`src/pkg/tw_pkg.sv`:
```
// Shared constants, types and the mode decoder for the 8-bit waveform timer.
// Assumes a single 200 MHz clock domain and an APB register port of 32 bits.
package tw_pkg;

   // Register byte offsets on the APB port.
   localparam logic [7:0] TW_OFF_CTRL_A = 8'h00;
   localparam logic [7:0] TW_OFF_CTRL_B = 8'h04;
   localparam logic [7:0] TW_OFF_CMP_A  = 8'h08;
   localparam logic [7:0] TW_OFF_CMP_B  = 8'h0c;
   localparam logic [7:0] TW_OFF_COUNT  = 8'h10;
   localparam logic [7:0] TW_OFF_STAT   = 8'h14;
   localparam logic [7:0] TW_OFF_MASK   = 8'h18;

   // Field positions.
   localparam int TW_ACT_A_LSB = 6;
   localparam int TW_ACT_B_LSB = 4;
   localparam int TW_HIGH_BIT  = 3;
   localparam int TW_CS_LSB    = 0;
   localparam int TW_ST_OVF    = 0;
   localparam int TW_ST_MA     = 1;
   localparam int TW_ST_MB     = 2;

   // Value after reset, control A writable-bit mask and fixed counter landmarks.
   localparam logic [7:0] TW_REG_RST  = 8'h00;
   localparam logic [7:0] TW_CTRL_A_RW = 8'hf3;
   localparam logic [7:0] TW_MAX      = 8'hff;
   localparam logic [7:0] TW_BOTTOM   = 8'h00;

   // Prescaler tap masks for the count enable.
   localparam logic [9:0] TW_DIV8    = 10'h007;
   localparam logic [9:0] TW_DIV64   = 10'h03f;
   localparam logic [9:0] TW_DIV256  = 10'h0ff;
   localparam logic [9:0] TW_DIV1024 = 10'h3ff;

   typedef enum logic [1:0] {TW_NORMAL, TW_CTC, TW_FAST, TW_PHASE} tw_kind_e;

   typedef struct packed {
      tw_kind_e kind;
      logic     top_cmp;
      logic     pwm;
      logic     ovf_top;
   } tw_mode_s;

   // Decodes the three-bit mode code; reserved codes fall back to normal.
   function automatic tw_mode_s tw_decode(input logic [2:0] code);
      tw_mode_s m;
      m = '{TW_NORMAL, 1'b0, 1'b0, 1'b0};
      case (code)
         3'h1: m = '{TW_PHASE, 1'b0, 1'b1, 1'b0};
         3'h2: m = '{TW_CTC, 1'b1, 1'b0, 1'b0};
         3'h3: m = '{TW_FAST, 1'b0, 1'b1, 1'b0};
         3'h5: m = '{TW_PHASE, 1'b1, 1'b1, 1'b0};
         3'h7: m = '{TW_FAST, 1'b1, 1'b1, 1'b1};
         default: m = '{TW_NORMAL, 1'b0, 1'b0, 1'b0};
      endcase
      return m;
   endfunction : tw_decode

endpackage : tw_pkg

```
`src/rtl/tw_timer.sv`:
```
// 8-bit timer with waveform generation, two compare outputs and an APB register port.
// Assumes APB master on CLK_I; pin direction lives in the port logic outside.
// Function
// - Nonzero action field connects output to pin, except code 01 in PWM modes unless channel A with high bit
// - Non-PWM actions: off, toggle, clear, set
// - Fast PWM A: clear/set on match, inverse at TOP
// - PWM A code 01 toggles only with high bit
// - Fast PWM B like A; code 01 reserved
// - Phase PWM A: 10 clears up, sets down
// - Phase PWM B: 11 sets up, clears down
// - Compare equal TOP acts at TOP instead
// - Control A bits 3:2 read zero
// - Mode code from high bit and low bits
// - Mode code decode; 4 and 6 reserved
// - TOP is 0xFF or compare A
// - PWM modes buffer compare updates until TOP
// - Overflow at MAX, BOTTOM or TOP per mode
// - Fast PWM wraps to zero after TOP
// - Phase PWM counts up, turns at TOP, down
`timescale 1ns/1ps
`default_nettype none
module tw_timer
   import tw_pkg::*;
(
   input  wire logic        CLK_I,
   input  wire logic        RSTN_I,
   input  wire logic        PSEL_I,
   input  wire logic        PENABLE_I,
   input  wire logic        PWRITE_I,
   input  wire logic [7:0]  PADDR_I,
   input  wire logic [31:0] PWDATA_I,
   output logic [31:0]      PRDATA_O,
   output logic             PREADY_O,
   output logic             PSLVERR_O,
   output logic             WAVE_OUT_A_O,
   output logic             WAVE_OUT_B_O,
   output logic             WAVE_CONN_A_O,
   output logic             WAVE_CONN_B_O,
   output logic             IRQ_O
);

   logic [7:0]  ctrl_a_reg, ctrl_a_next;
   logic [7:0]  ctrl_b_reg, ctrl_b_next;
   logic [7:0]  cmp_buf_reg [2];
   logic [7:0]  cmp_buf_next [2];
   logic [7:0]  cmp_act_reg [2];
   logic [7:0]  cmp_act_next [2];
   logic [7:0]  count_reg, count_next;
   logic        up_reg, up_next;
   logic [9:0]  pre_reg, pre_next;
   logic [2:0]  stat_reg, stat_next;
   logic [2:0]  mask_reg, mask_next;
   logic [2:0]  rdclr_reg, rdclr_next;
   logic [31:0] prdata_reg, prdata_next;
   logic        out_reg [2];
   logic        out_next [2];
   logic        conn [2];
   logic [1:0]  act [2];
   logic        match [2];
   tw_mode_s    mode;
   logic [2:0]  mode_code;
   logic [7:0]  top;
   logic        tick;
   logic        at_top;
   logic        setup;
   logic        access;
   logic        mapped;
   logic        wr;
   logic [2:0]  events;
   logic [31:0] rd_mux;

   // Mode decode and shared timing terms.
   assign mode_code = {ctrl_b_reg[TW_HIGH_BIT], ctrl_a_reg[1:0]};
   assign mode      = tw_decode(mode_code);
   assign top       = mode.top_cmp ? cmp_act_reg[0] : TW_MAX;
   assign at_top    = tick && (count_reg == top);
   assign act[0]    = ctrl_a_reg[TW_ACT_A_LSB +: 2];
   assign act[1]    = ctrl_a_reg[TW_ACT_B_LSB +: 2];
   assign match[0]  = tick && (count_reg == cmp_act_reg[0]);
   assign match[1]  = tick && (count_reg == cmp_act_reg[1]);

   // Count enable from the prescaler, selected by the clock-select field.
   always_comb begin
      pre_next = pre_reg + 10'h001;
      case (ctrl_b_reg[TW_CS_LSB +: 3])
         3'h1:    tick = 1'b1;
         3'h2:    tick = (pre_reg & TW_DIV8) == TW_DIV8;
         3'h3:    tick = (pre_reg & TW_DIV64) == TW_DIV64;
         3'h4:    tick = (pre_reg & TW_DIV256) == TW_DIV256;
         3'h5:    tick = (pre_reg & TW_DIV1024) == TW_DIV1024;
         default: tick = 1'b0;
      endcase
   end

   // Counter sequence, direction and compare buffering.
   always_comb begin
      count_next = count_reg;
      up_next    = up_reg;
      if (tick) begin
         case (mode.kind)
            TW_FAST:  count_next = (count_reg == top) ? TW_BOTTOM : count_reg + 8'h01;
            TW_CTC:   count_next = (count_reg == cmp_act_reg[0]) ? TW_BOTTOM : count_reg + 8'h01;
            TW_PHASE: begin
               if (up_reg) begin
                  if (count_reg == top) begin
                     up_next    = 1'b0;
                     count_next = count_reg - 8'h01;
                  end else begin
                     count_next = count_reg + 8'h01;
                  end
               end else if (count_reg == TW_BOTTOM) begin
                  up_next    = 1'b1;
                  count_next = count_reg + 8'h01;
               end else begin
                  count_next = count_reg - 8'h01;
               end
            end
            default:  count_next = count_reg + 8'h01;
         endcase
      end
      if (mode.kind != TW_PHASE) begin
         up_next = 1'b1;
      end
      if (wr && PADDR_I == TW_OFF_COUNT) begin
         count_next = PWDATA_I[7:0];
      end
      for (int i = 0; i < 2; i++) begin
         cmp_act_next[i] = (!mode.pwm || at_top) ? cmp_buf_reg[i] : cmp_act_reg[i];
      end
   end

   // Compare outputs, one action decoder per channel.
   generate
      for (genvar ch = 0; ch < 2; ch++) begin : g_chan
         logic eq_top;
         assign eq_top = (cmp_act_reg[ch] == top);
         // Pin connection: code 01 in PWM modes only for channel A with high bit.
         assign conn[ch] = (act[ch] != 2'b00) &&
                           !(mode.pwm && act[ch] == 2'b01 &&
                             (ch == 1 || !ctrl_b_reg[TW_HIGH_BIT]));
         always_comb begin
            out_next[ch] = out_reg[ch];
            if (!mode.pwm) begin
               if (match[ch]) begin
                  case (act[ch])
                     2'b01:   out_next[ch] = !out_reg[ch];
                     2'b10:   out_next[ch] = 1'b0;
                     2'b11:   out_next[ch] = 1'b1;
                     default: out_next[ch] = out_reg[ch];
                  endcase
               end
            end else if (!act[ch][1]) begin
               if (conn[ch] && match[ch]) begin
                  out_next[ch] = !out_reg[ch];
               end
            end else if (mode.kind == TW_FAST) begin
               if (at_top) begin
                  out_next[ch] = !act[ch][0];
               end else if (match[ch] && !eq_top) begin
                  out_next[ch] = act[ch][0];
               end
            end else begin
               if (match[ch] && eq_top) begin
                  out_next[ch] = act[ch][0];
               end else if (match[ch]) begin
                  out_next[ch] = up_reg ? act[ch][0] : !act[ch][0];
               end
            end
         end
         always_ff @(posedge CLK_I) begin
            if (!RSTN_I) begin
               out_reg[ch] <= 1'b0;
            end else begin
               out_reg[ch] <= out_next[ch];
            end
         end
      end
   endgenerate

   // APB decode; the slave answers in the first access cycle.
   assign setup     = PSEL_I && !PENABLE_I;
   assign access    = PSEL_I && PENABLE_I;
   assign wr        = access && PWRITE_I;
   assign mapped    = (PADDR_I[1:0] == 2'b00) && (PADDR_I <= TW_OFF_MASK);
   assign PREADY_O  = access;
   assign PSLVERR_O = access && !mapped;

   // Read multiplexer; reserved control bits read zero.
   always_comb begin
      rd_mux = 32'h0000_0000;
      case (PADDR_I)
         TW_OFF_CTRL_A: rd_mux[7:0] = ctrl_a_reg & TW_CTRL_A_RW;
         TW_OFF_CTRL_B: rd_mux[7:0] = ctrl_b_reg;
         TW_OFF_CMP_A:  rd_mux[7:0] = cmp_buf_reg[0];
         TW_OFF_CMP_B:  rd_mux[7:0] = cmp_buf_reg[1];
         TW_OFF_COUNT:  rd_mux[7:0] = count_reg;
         TW_OFF_STAT:   rd_mux[2:0] = stat_reg;
         TW_OFF_MASK:   rd_mux[2:0] = mask_reg;
         default:       rd_mux = 32'h0000_0000;
      endcase
   end

   // Register writes, read-to-clear status and sticky events.
   always_comb begin
      ctrl_a_next     = ctrl_a_reg;
      ctrl_b_next     = ctrl_b_reg;
      cmp_buf_next[0] = cmp_buf_reg[0];
      cmp_buf_next[1] = cmp_buf_reg[1];
      mask_next       = mask_reg;
      prdata_next     = prdata_reg;
      rdclr_next      = rdclr_reg;
      if (setup && !PWRITE_I) begin
         prdata_next = rd_mux;
         rdclr_next  = (PADDR_I == TW_OFF_STAT) ? stat_reg : 3'h0;
      end
      if (wr) begin
         case (PADDR_I)
            TW_OFF_CTRL_A: ctrl_a_next = PWDATA_I[7:0] & TW_CTRL_A_RW;
            TW_OFF_CTRL_B: ctrl_b_next = PWDATA_I[7:0];
            TW_OFF_CMP_A:  cmp_buf_next[0] = PWDATA_I[7:0];
            TW_OFF_CMP_B:  cmp_buf_next[1] = PWDATA_I[7:0];
            TW_OFF_MASK:   mask_next = PWDATA_I[2:0];
            default:       mask_next = mask_reg;
         endcase
      end
      events[TW_ST_OVF] = tick && (mode.kind == TW_PHASE ? count_reg == TW_BOTTOM :
                          mode.ovf_top ? count_reg == top : count_reg == TW_MAX);
      events[TW_ST_MA]  = match[0];
      events[TW_ST_MB]  = match[1];
      stat_next = stat_reg;
      if (access && !PWRITE_I) begin
         stat_next  = stat_reg & ~rdclr_reg;
         rdclr_next = 3'h0;
      end
      stat_next = stat_next | events;
   end

   // State registers.
   always_ff @(posedge CLK_I) begin
      if (!RSTN_I) begin
         ctrl_a_reg     <= TW_REG_RST;
         ctrl_b_reg     <= TW_REG_RST;
         cmp_buf_reg[0] <= TW_REG_RST;
         cmp_buf_reg[1] <= TW_REG_RST;
         cmp_act_reg[0] <= TW_REG_RST;
         cmp_act_reg[1] <= TW_REG_RST;
         count_reg      <= TW_REG_RST;
         up_reg         <= 1'b1;
         pre_reg        <= 10'h000;
         stat_reg       <= 3'h0;
         mask_reg       <= 3'h0;
         rdclr_reg      <= 3'h0;
         prdata_reg     <= 32'h0000_0000;
      end else begin
         ctrl_a_reg     <= ctrl_a_next;
         ctrl_b_reg     <= ctrl_b_next;
         cmp_buf_reg[0] <= cmp_buf_next[0];
         cmp_buf_reg[1] <= cmp_buf_next[1];
         cmp_act_reg[0] <= cmp_act_next[0];
         cmp_act_reg[1] <= cmp_act_next[1];
         count_reg      <= count_next;
         up_reg         <= up_next;
         pre_reg        <= pre_next;
         stat_reg       <= stat_next;
         mask_reg       <= mask_next;
         rdclr_reg      <= rdclr_next;
         prdata_reg     <= prdata_next;
      end
   end

   // Outputs; direction for the pins is the port logic's job.
   assign PRDATA_O      = prdata_reg;
   assign WAVE_OUT_A_O  = out_reg[0];
   assign WAVE_OUT_B_O  = out_reg[1];
   assign WAVE_CONN_A_O = conn[0];
   assign WAVE_CONN_B_O = conn[1];
   assign IRQ_O         = |(stat_reg & mask_reg);
endmodule : tw_timer
`default_nettype wire

```
`config.mk`:
```
export PLATFORM = sky130hd
export DESIGN_NAME = tw_timer
export DESIGN_NICKNAME = d
export VERILOG_FILES = /design/src/pkg/tw_pkg.sv /design/src/rtl/tw_timer.sv
export SDC_FILE = /design/constraint.sdc
export NUM_CORES = 1
export LEC_CHECK = 0
export BUFFER_PORTS_ARGS = -buffer_cell sky130_fd_sc_hd__buf_2
export CORE_MARGIN = 2
export CORE_UTILIZATION = 55
export DETAILED_ROUTE_END_ITERATION = 16
export MAX_ROUTING_LAYER = met4
export PLACE_DENSITY = 0.78
export RECOVER_POWER = 100
export SETUP_SLACK_MARGIN = 0.02
export SYNTH_ARGS = -nofsm -noshare
export SYNTH_HDL_FRONTEND = slang
export SYNTH_SLANG_ARGS = --single-unit
```
`constraint.sdc`:
```
create_clock -name CLK_I -period 3.93 [get_ports CLK_I]
set_input_delay 0.393 -clock CLK_I [delete_from_list [all_inputs] [get_ports CLK_I]]
set_output_delay 0.393 -clock CLK_I [all_outputs]
set_load 0.05 [all_outputs]
```
Word level (Yosys, flattened, before mapping)
Memory sizes are Yosys's and may differ from the RTL's.
Index checks and enable logic that the tools add are counted.
{"block": "classes", "bitwise_logic": 11, "n_mux": 55, "n_shift": 0, "n_eq_ne": 36, "add_sub_neg": 3, "multipliers": 0, "div": 0, "reduce_logical": 50, "order_cmp": 1}
{"operator": "2-to-1 mux 8 bit", "n": 16}
{"operator": "one-hot mux 5 bit (5 select lines)", "n": 2}
{"operator": "== test 8 bit", "n": 5}
{"operator": "2-to-1 mux 1 bit", "n": 29}
{"operator": "== test 8 x 5 -> 1 bit, second input constant", "n": 3}
{"operator": "one-hot mux 8 bit (3 select lines)", "n": 1}
{"operator": "logical AND 1 bit", "n": 23}
{"operator": "one-hot mux 3 bit (7 select lines)", "n": 1}
{"operator": "== test 8 x 4 -> 1 bit, second input constant", "n": 2}
{"operator": "== test 8 bit, second input constant", "n": 2}
{"operator": "logical NOT 8 bit", "n": 2}
{"operator": "2-to-1 mux 16 bit", "n": 1}
{"operator": "== test 3 bit, second input constant", "n": 5}
{"operator": "logical NOT 1 bit", "n": 13}
{"operator": "== test 2 bit, second input constant", "n": 6}
{"operator": "== test 3 x 2 -> 1 bit, second input constant", "n": 4}
{"operator": "adder 10 x 1 -> 10 bit, second input constant", "n": 1}
{"operator": "== test 10 bit, second input constant", "n": 1}
{"operator": "adder 8 x 1 -> 8 bit, second input constant", "n": 1}
{"operator": "== test 8 x 3 -> 1 bit, second input constant", "n": 1}
{"operator": "less-or-equal comparator 8 x 5 -> 1 bit, second input constant", "n": 1}
{"operator": "AND reduction 2 bit", "n": 4}
{"operator": "subtractor 8 x 1 -> 8 bit, second input constant", "n": 1}
{"operator": "bitwise AND 3 bit", "n": 2}
{"operator": "16 further kinds", "n": 29}
{"block": "word_totals", "wordCells": 168, "inputBits": 45, "output_inout_bits": 39, "latchBits": 0, "ramBits": 34, "n_memories": 3, "rom_bits": 0, "register_bits": 50}
{"memory": "cmp_act_reg", "depth": 2, "word_bits": 8, "read_ports": 2, "rd_ports_with_merged_regs": 0, "wr": 2, "line": "tw_timer.sv:46", "rtl": "logic [7:0] cmp_act_reg [2];"}
{"memory": "cmp_buf_reg", "depth": 2, "word_bits": 8, "read_ports": 2, "rd_ports_with_merged_regs": 0, "wr": 2, "line": "tw_timer.sv:44", "rtl": "logic [7:0] cmp_buf_reg [2];"}
{"memory": "out_reg", "depth": 2, "word_bits": 1, "read_ports": 2, "rd_ports_with_merged_regs": 0, "wr": 2, "line": "tw_timer.sv:55", "rtl": "logic out_reg [2];"}

Longest topological paths before layout
Gate-level depths: netlist of run 1.
{"block": "logic_depth", "word_depth": 12, "mapped_depth": 10}

Worst setup path after synthesis of run 1
OpenSTA, ideal clock, no wires.
{"block": "synth_path", "kind": "reg2reg", "start": "register pre_reg[0]", "end": "memory out_reg[1], data pin", "synth_period_minus_slack_ns": 2.289, "arrival_time_ns": 2.007, "slack_ns": 1.641, "path_stages_with_launch": 9, "cell_sequence": "dfxtp_1 ha_1 ha_1 a21oi_1 nor2_1 a22oi_1 nor3_1 a2111oi_0 o32ai_1"}
{"element": "start: declaration", "line": "tw_timer.sv:50", "rtl": "logic [9:0] pre_reg, pre_next;"}
{"element": "start signal: assignment", "line": "tw_timer.sv:263", "rtl": "pre_reg <= pre_next;"}
{"element": "end: declaration", "line": "tw_timer.sv:55"}

==> results of run 1 <==
## how the worst max path moves through the flow
stage,startpoint,endpoint
final,ctrl_a_reg[1]$_SDFFE_PN0P_,out_reg[0]$_DFF_P_
after global routing,ctrl_a_reg[1]$_SDFFE_PN0P_,cmp_act_reg[0][3]$_SDFFE_PN0N_
after CTS,ctrl_a_reg[1]$_SDFFE_PN0P_,out_reg[1]$_DFFE_PP_
after detailed placement,ctrl_a_reg[1]$_SDFFE_PN0P_,out_reg[1]$_DFFE_PP_
after global placement,ctrl_a_reg[1]$_SDFFE_PN0P_,out_reg[1]$_DFFE_PP_
after floorplan,pre_reg[0]$_SDFF_PN0_,out_reg[1]$_DFFE_PP_
## worst min-delay path, delay by kind of cell
| family | cells | cell delay [ps] |
|---|---|---|
| buffers and inverters | 1 | 140 |
| AND/OR/NAND/NOR | 1 | 70 |
| AO/OA/AOI/OAI | 1 | 50 |
## where the power goes
group	internal, mW	switching, mW	total (mW)
combinational	0.0200	0.120	0.140
sequential	0.859	0.00491	0.864
clock	0.236	0.334	0.569
## through the flow
| stage | power [mW] | setup slack, ps | area, um2 | util | std cells |
|---|---|---|---|---|---|
| CTS | 1.58 | 984 | 5330 | 0.588 | 786 |
| global placement | 1.02 | 1110 | 5150 | 0.568 | 770 |
| finish | 1.57 | 538 | 5290 | 0.583 | 786 |
| detailed placement | 1.02 | 1010 | 5150 | 0.568 | 770 |
| floorplan | 1.01 | 1640 | 5150 | - | 687 |
| global route | 1.62 | 398 | 5290 | 0.583 | 786 |
## area by class of cell
cell class	instances	area [um2]
Tap cell	111	139
Fill cell	835	3780
Sequential cell	84	1690
Multi-Input combinational cell	519	3030
Inverter	13	48.8
Timing Repair Buffer	43	208
Clock inverter	6	47.5
Clock buffer	10	128
## placed cells by master, fill, tap and decap left out, drive strengths merged, types with 9 or more instances in the layout
cell    instances
nand2          93
a21oi          84
dfxtp          83
nand3          64
nor2           34
clkbuf         28
buf            25
conb           24
o21ai          23
xor2           18
inv            15
xnor2          14
nor3            9
a221oi          9
## Yosys cell counts, types with 9 or more instances
cell       n
a21oi_1   84
buf_4     24
clkbuf_1  36
dfxtp_1   83
inv_1     12
nand2_1   93
nand3_1   64
nor2_1    34
nor3_1     9
o21ai_0   21
xnor2_1   14
xor2_1    18
## cell families after synthesis
kind of cell,count (synthesis),share of synthesized area
other,1,0.000741
and+or+nand+nor,257,0.244
muxes,2,0.00395
AOI/OAI and AO/OA,196,0.259
adders and majority gates,8,0.0198
DFF,84,0.334
xor gates and xnor gates,32,0.0553
buffers and inverters,84,0.0830
## layer usage
layer / wire length (um) / global-route usage
met1: 5890 / 0.376
met2: 6890 / 0.466
met3: 1400 / 0.0543
met4: 399 / 0.137
met5: 0 / -
==> qor.txt, run 1 <==
Status: finished, violations left
Failing checks: capacitance limit, slew limit
WP buf/inv: 1
Layout Nets: 723
Worst vdd ir: 0.222 mV
Synth-to-layout area growth: 4.42%
TritonCTS clock tree: done
Num CTS Buffers: 9
Ys flop type: dfxtp_1
First-pass GRT wire length: 22,800 um
Setup Skew: 20.5 ps
Crit path time final: 3390 ps
Startpoint types: flip-flop
Post-synthesis cell area: 0.00506 mm2
R2r worst-path depth: 8
Post-Syn Instances: 664
Worst skew pair latency: 360 ps
Drt total wl: 14,600 um
Setup_tns: 0 ps
Clock sink total: 84
Vias per inst: 6.59
Final HPWL DP: 10,300 um
Initial Util: 0.559
Cts repair resizes: 0
Post-synthesis sequential area ratio: 0.334
Ys Warns: 0
Final Hold Viols: 0
Worst endpoint required time: 4100 ps
WHS Endpoint: ctrl_b_reg[3]$_SDFFE_PN0P_
Avg Inst Size Synth: 7.63 um2
Routability cong.: 0.961
Antenna viol nets, final: 0
Critical path cell sequence: or3b_1 > and2_0 > and3_1 > o211ai_1 > buf_4 > mux2i_1 > o211a_1 > o32ai_1
H-tree depth: 3
Dominant cell type by area after synthesis: dfxtp_1
Top post-synthesis cells by area: dfxtp_1 (33%), a21oi_1 (8.3%), nand2_1 (6.9%)
Initial antenna violation count: 0
Largest net degree at the start of global routing: 63
WP data arrival: 3560 ps
Distinct cell type count of the synthesized netlist: 70
TritonRoute pass-1 iters: 5
Rows: 35
RSZ-0062 raised after global routing: false
CP delay by family, top: simple AND/OR/NAND/NOR gates
Final setup violation count: 0
Hold_buf cts: 0
R2r setup slk: 540 ps
R2R Path Start: ctrl_a_reg[1]$_SDFFE_PN0P_
Top cell type's share of synthesized area: 0.328
Worst setup EP type: flip-flop
FF+latch count, synth: 84
Min Hold Slack: 342 ps
Per-cell routed wire length: 18.5 um
Die area: 0.00999 mm2
Post-synth EDFFs: 1
Leakage: 1.82 nW
All-Layer GR Usage: 0.298
CTS max path bufs: 2
Post-synth ARST share: 0
Ant diodes: 0
Hold Path Depth: 3
Hold_sp: PWDATA_I[3]
RR Endpoint: out_reg[0]$_DFF_P_
Vias in the first global route: 4,427
CTS clk-pin slew, worst paths: 90 ps
Total setup buffers inserted after CTS: 0
Crit-path max FO: 18
IO buf count: 35
Global route overflow: 0
Maxcap violations: 1
Critical path depth in cells: 8
Slew at the pin closest to its max-slew limit: 1890 ps
IO Count: 84
Die H: 100 um
Worst min-delay path class: in2reg
Final Max Slew Viols: 63
CP max stage cell: dfxtp_1
Layout cells sized above 1: 0.0667
Final period utilization: 0.863
Root Buffer: clkbuf_8
Critical Path Max Stage Delay: 710 ps
Worst rel slew slack: -0.258
PD cells: 298 mW/mm2
DR iter-0 viols: 517
DRC Markers: 0
Setup CP Type: reg2reg
Vias: 5,182
Die width: 100 um
CORE AREA: 0.00906 mm2
Maximum clock rate: 295 MHz
No activity file was read; power rests on OpenSTA's default activity.
==> inputs of run 2 (changes only) <==
--- a/config.mk
+++ b/config.mk
@@ -8,6 +8,7 @@
 export BUFFER_PORTS_ARGS = -buffer_cell sky130_fd_sc_hd__buf_2
 export CORE_MARGIN = 2
 export CORE_UTILIZATION = 55
+export CTS_BUF_LIST = sky130_fd_sc_hd__clkbuf_8
 export DETAILED_ROUTE_END_ITERATION = 16
 export MAX_ROUTING_LAYER = met4
 export PLACE_DENSITY = 0.78
==> qor.txt, run 2 (synthesis gave the netlist of run 1 again) <==
Final setup violation count: 0
IO Count: 84
R2r setup slk: 560 ps
Hold_buf cts: 0
Final Core Density: 0.583
Layout Nets: 723
Maxcap violations: 1
Failing checks: capacitance limit, slew limit
Final HPWL DP: 10,300 um
TritonRoute pass-1 iters: 5
Status: finished, violations left
Placement Setup Slack: 1010 ps
DRC Markers: 0
Antenna viol nets, final: 0
Clock sink total: 84
Startpoint types: flip-flop
CTS clk-pin slew, worst paths: 90 ps
Die H: 100 um
Most common cell after layout, fill and taps aside: nand2_1
Setup CP Type: reg2reg
Initial Util: 0.559
Crit path time final: 3370 ps
Post-route cell area: 0.00529 mm2
Layout cells sized above 1: 0.0667
WHS Endpoint: ctrl_b_reg[3]$_SDFFE_PN0P_
DR iter-0 viols: 517
Slew at the pin closest to its max-slew limit: 1890 ps
RR Endpoint: out_reg[0]$_DFF_P_
Die area: 0.00999 mm2
CORE AREA: 0.00906 mm2
Ant diodes: 0
PD cells: 297 mW/mm2
Global route overflow: 0
Worst setup EP type: flip-flop
Vias: 5,170
First-pass GRT wire length: 22,800 um
TritonCTS clock tree: done
Final Max Slew Viols: 63
Worst rel slew slack: -0.263
Largest net degree at the start of global routing: 63
Vias per inst: 6.58
Num CTS Buffers: 9
Worst endpoint required time: 4100 ps
Hold_sp: PWDATA_I[3]
CTS max path bufs: 2
Setup Skew: 20.9 ps
Maximum clock rate: 297 MHz
Final period utilization: 0.858
R2R Path Start: ctrl_a_reg[1]$_SDFFE_PN0P_
Crit-path max FO: 18
Root Buffer: clkbuf_8
WP data arrival: 3540 ps
Rows: 35
H-tree depth: 3
Setup_tns: 0 ps
Min Hold Slack: 340 ps
Drt total wl: 14,600 um
IO buf count: 35
Synth-to-layout area growth: 4.42%
Per-cell routed wire length: 18.6 um
Cell Area, Placed: 0.00515 mm2
Hold Path Depth: 3
R2r worst-path depth: 8
Routability cong.: 0.961
Setup ws final: 557 ps
Worst min-delay path class: in2reg
Die width: 100 um
All-Layer GR Usage: 0.298
Vias in the first global route: 4,427
RSZ-0062 raised after global routing: false
Total setup buffers inserted after CTS: 0
Initial antenna violation count: 0
Worst vdd ir: 0.223 mV
Commonest cells after routing, fill and taps aside: nand2_1 (93), a21oi_1 (84), dfxtp_1 (83), nand3_1 (64), nor2_1 (34)
Cts repair resizes: 0
Leakage: 1.82 nW
Worst skew pair latency: 360 ps
Final Hold Viols: 0
run 2: cell count changes in the layout (fill, tap and decap cells not counted):
cell and delta:
clkbuf_1 -1, inv_1 +1
run 2: per-stage QoR:
stage,total power [mW],cells
2_1_floorplan,1.01,687
3_3_place_gp,1.02,770
3_5_place_dp,1.02,770
4_1_cts,1.58,786
5_1_grt,1.62,786
6_report,1.57,786
run 2: how the worst max path moves through the flow:
stage / cells past startpoint / from / endpoint / slack, ps
after floorplan: 8 / pre_reg[0]$_SDFF_PN0_ / out_reg[1]$_DFFE_PP_ / 1640
after CTS: 7 / ctrl_a_reg[1]$_SDFFE_PN0P_ / out_reg[1]$_DFFE_PP_ / 980
after global placement: 7 / ctrl_a_reg[1]$_SDFFE_PN0P_ / out_reg[1]$_DFFE_PP_ / 1110
after detailed placement: 7 / ctrl_a_reg[1]$_SDFFE_PN0P_ / out_reg[1]$_DFFE_PP_ / 1010
after global routing: 8 / ctrl_a_reg[1]$_SDFFE_PN0P_ / cmp_act_reg[0][3]$_SDFFE_PN0N_ / 400
final: 8 / ctrl_a_reg[1]$_SDFFE_PN0P_ / out_reg[0]$_DFF_P_ / 560
run 2: area by class of cell:
type	instances	area (um2)
Multi-Input combinational cell	519	3030
Sequential cell	84	1690
Timing Repair Buffer	43	208
Tap cell	111	139
Inverter	13	48.8
Clock inverter	7	51.3
Fill cell	835	3780
Clock buffer	9	124
run 2: worst max-delay path, stage by stage, from the launching register on:
cell and delay (ps):
dfxtp_1 710, or3b_1 580, and2_0 310, and3_1 250, o211ai_1 480, buf_4 340
mux2i_1 230, o211a_1 170, o32ai_1 80
run 2: metal layers:
layer / GRT usage / vias to the layer above / routed length, um
met1: 0.376 / 2395 / 5890
met2: 0.466 / 336 / 6870
li1: - / 2393 / -
met4: 0.137 / 0 / 399
met5: - / - / 0
met3: 0.0543 / 46 / 1430
run 2: power by group:
part | total [mW] | leakage (nW) | internal, mW | switching (mW)
clock | 0.568 | 0.0914 | 0.233 | 0.335
sequential | 0.864 | 0.680 | 0.859 | 0.00491
combinational | 0.140 | 1.05 | 0.0200 | 0.120
==> inputs of run 3 (changes only) <==
--- a/config.mk
+++ b/config.mk
@@ -6,7 +6,7 @@
 export NUM_CORES = 1
 export LEC_CHECK = 0
 export BUFFER_PORTS_ARGS = -buffer_cell sky130_fd_sc_hd__buf_2
-export CORE_MARGIN = 2
+export CORE_MARGIN = 1.5
 export CORE_UTILIZATION = 55
 export CTS_BUF_LIST = sky130_fd_sc_hd__clkbuf_8
 export DETAILED_ROUTE_END_ITERATION = 16
==> qor.txt, run 3 (synthesis gave the netlist of run 1 again) <==
Initial antenna violation count: 0
CORE AREA: 0.00881 mm2
Initial Util: 0.575
Die area: 0.00979 mm2
Die H: 99.0 um
Die width: 99.0 um
DR iter-0 viols: 590
Combinational power share: 0.088
Worst setup EP type: flip-flop
Leakage: 1.84 nW
Min Hold Slack: 330 ps
Largest net degree at the start of global routing: 63
Layout Nets: 726
Share of power burned in registers: 0.541
Worst skew pair latency: 360 ps
TritonRoute pass-1 iters: 12
Final setup violation count: 0
All-Layer GR Usage: 0.315
Commonest cells after routing, fill and taps aside: nand2_1 (93), a21oi_1 (84), dfxtp_1 (83), nand3_1 (64), nor2_1 (34)
Crit path time final: 3180 ps
Vias: 5,155
Num CTS Buffers: 9
Antenna viol nets, final: 0
Worst vdd ir: 0.256 mV
Maximum clock rate: 314 MHz
Worst endpoint required time: 4190 ps
Total setup buffers inserted after CTS: 0
Startpoint types: flip-flop
Vias per inst: 6.56
IO buf count: 35
Per-cell routed wire length: 18.9 um
Crit-path max FO: 13
Routability cong.: 0.934
Ant diodes: 0
Sw Share: 0.292
Switch Pwr: 466 uW
Root Buffer: clkbuf_8
H-tree depth: 3
IO Count: 84
Maxcap violations: 1
Most common cell after layout, fill and taps aside: nand2_1
Cts repair resizes: 0
Cell Area, Placed: 0.00517 mm2
Setup CP Type: reg2reg
Clk pwr share: 0.371
Clock sink total: 84
Hold_buf cts: 0
Post-route cell area: 0.00531 mm2
Worst min-delay path class: in2reg
Layout cells sized above 1: 0.0737
Int Pwr: 1.13 mW
Setup_tns: 0 ps
Vias in the first global route: 4,606
Slew at the pin closest to its max-slew limit: 1910 ps
Setup Skew: 18.6 ps
WP data arrival: 3440 ps
Final Hold Viols: 0
Final period utilization: 0.810
Rows: 34
CTS max path bufs: 2
Synth-to-layout area growth: 4.94%
TritonCTS clock tree: done
Finished Layout Cells: 786
CTS clk-pin slew, worst paths: 100 ps
# placed instances: 770
RSZ-0062 raised after global routing: false
PD cells: 301 mW/mm2
First-pass GRT wire length: 23,500 um
Drt total wl: 14,900 um
Global route overflow: 0
Failing checks: DRC, capacitance limit, slew limit
DRC Markers: 4
Final Max Slew Viols: 63
Final HPWL DP: 10,500 um
Worst rel slew slack: -0.273
Status: finished, violations left
-- run 3: worst paths after layout --
path	startpoint	to	slack (ps)	depth (start not counted)
worst max-delay path	ctrl_b_reg[3]$_SDFFE_PN0P_	count_reg[7]$_SDFFE_PN0P_	750	7
worst min-delay path	PWDATA_I[3]	ctrl_b_reg[3]$_SDFFE_PN0P_	330	3
worst max register to register	ctrl_b_reg[3]$_SDFFE_PN0P_	count_reg[7]$_SDFFE_PN0P_	750	7
worst min register to register	pre_reg[0]$_SDFF_PN0_	pre_reg[0]$_SDFF_PN0_	450	1
-- run 3: power groups by stage --
| stage | combinational [mW] | clock, mW | sequential, mW |
|---|---|---|---|
| after floorplan | 0.107 | 0 | 0.899 |
| after global placement | 0.139 | 0 | 0.884 |
| after detailed placement | 0.140 | 0 | 0.884 |
| after CTS | 0.141 | 0.588 | 0.864 |
| after global routing | 0.148 | 0.629 | 0.866 |
| final | 0.140 | 0.592 | 0.864 |
-- run 3: layout make-up --
cell class / instances / area, um2
Inverter: 13 / 48.8
Clock inverter: 6 / 46.3
Clock buffer: 10 / 138
Multi-Input combinational cell: 519 / 3020
Fill cell: 812 / 3490
Sequential cell: 84 / 1690
Timing Repair Buffer: 46 / 231
Tap cell: 108 / 135
-- run 3: worst max-delay path: stages (launching register included) --
cell and delay [ps]:
dfxtp_1 680, or3b_1 440, a222oi_1 150, and3_1 270, o21ai_0 740, a21oi_1 330, a222oi_1 360, o22ai_1 110
-- run 3: routing by layer --
metal	routed length, um	track usage	part of all wire	vias to the layer above
met4	546	0.131	0.037	0
li1	-	-	-	2396
met2	6830	0.490	0.46	301
met5	0	-	0	-
met3	1460	0.0546	0.098	50
met1	6040	0.405	0.41	2408
-- run 3: metrics by stage --
| step | utilization | setup WS, ps | total power, mW |
|---|---|---|---|
| after floorplan | - | 1640 | 1.01 |
| after global placement | 0.587 | 1200 | 1.02 |
| after detailed placement | 0.587 | 1060 | 1.02 |
| after CTS | 0.608 | 1030 | 1.59 |
| after global routing | 0.603 | 554 | 1.64 |
| final | 0.603 | 746 | 1.60 |
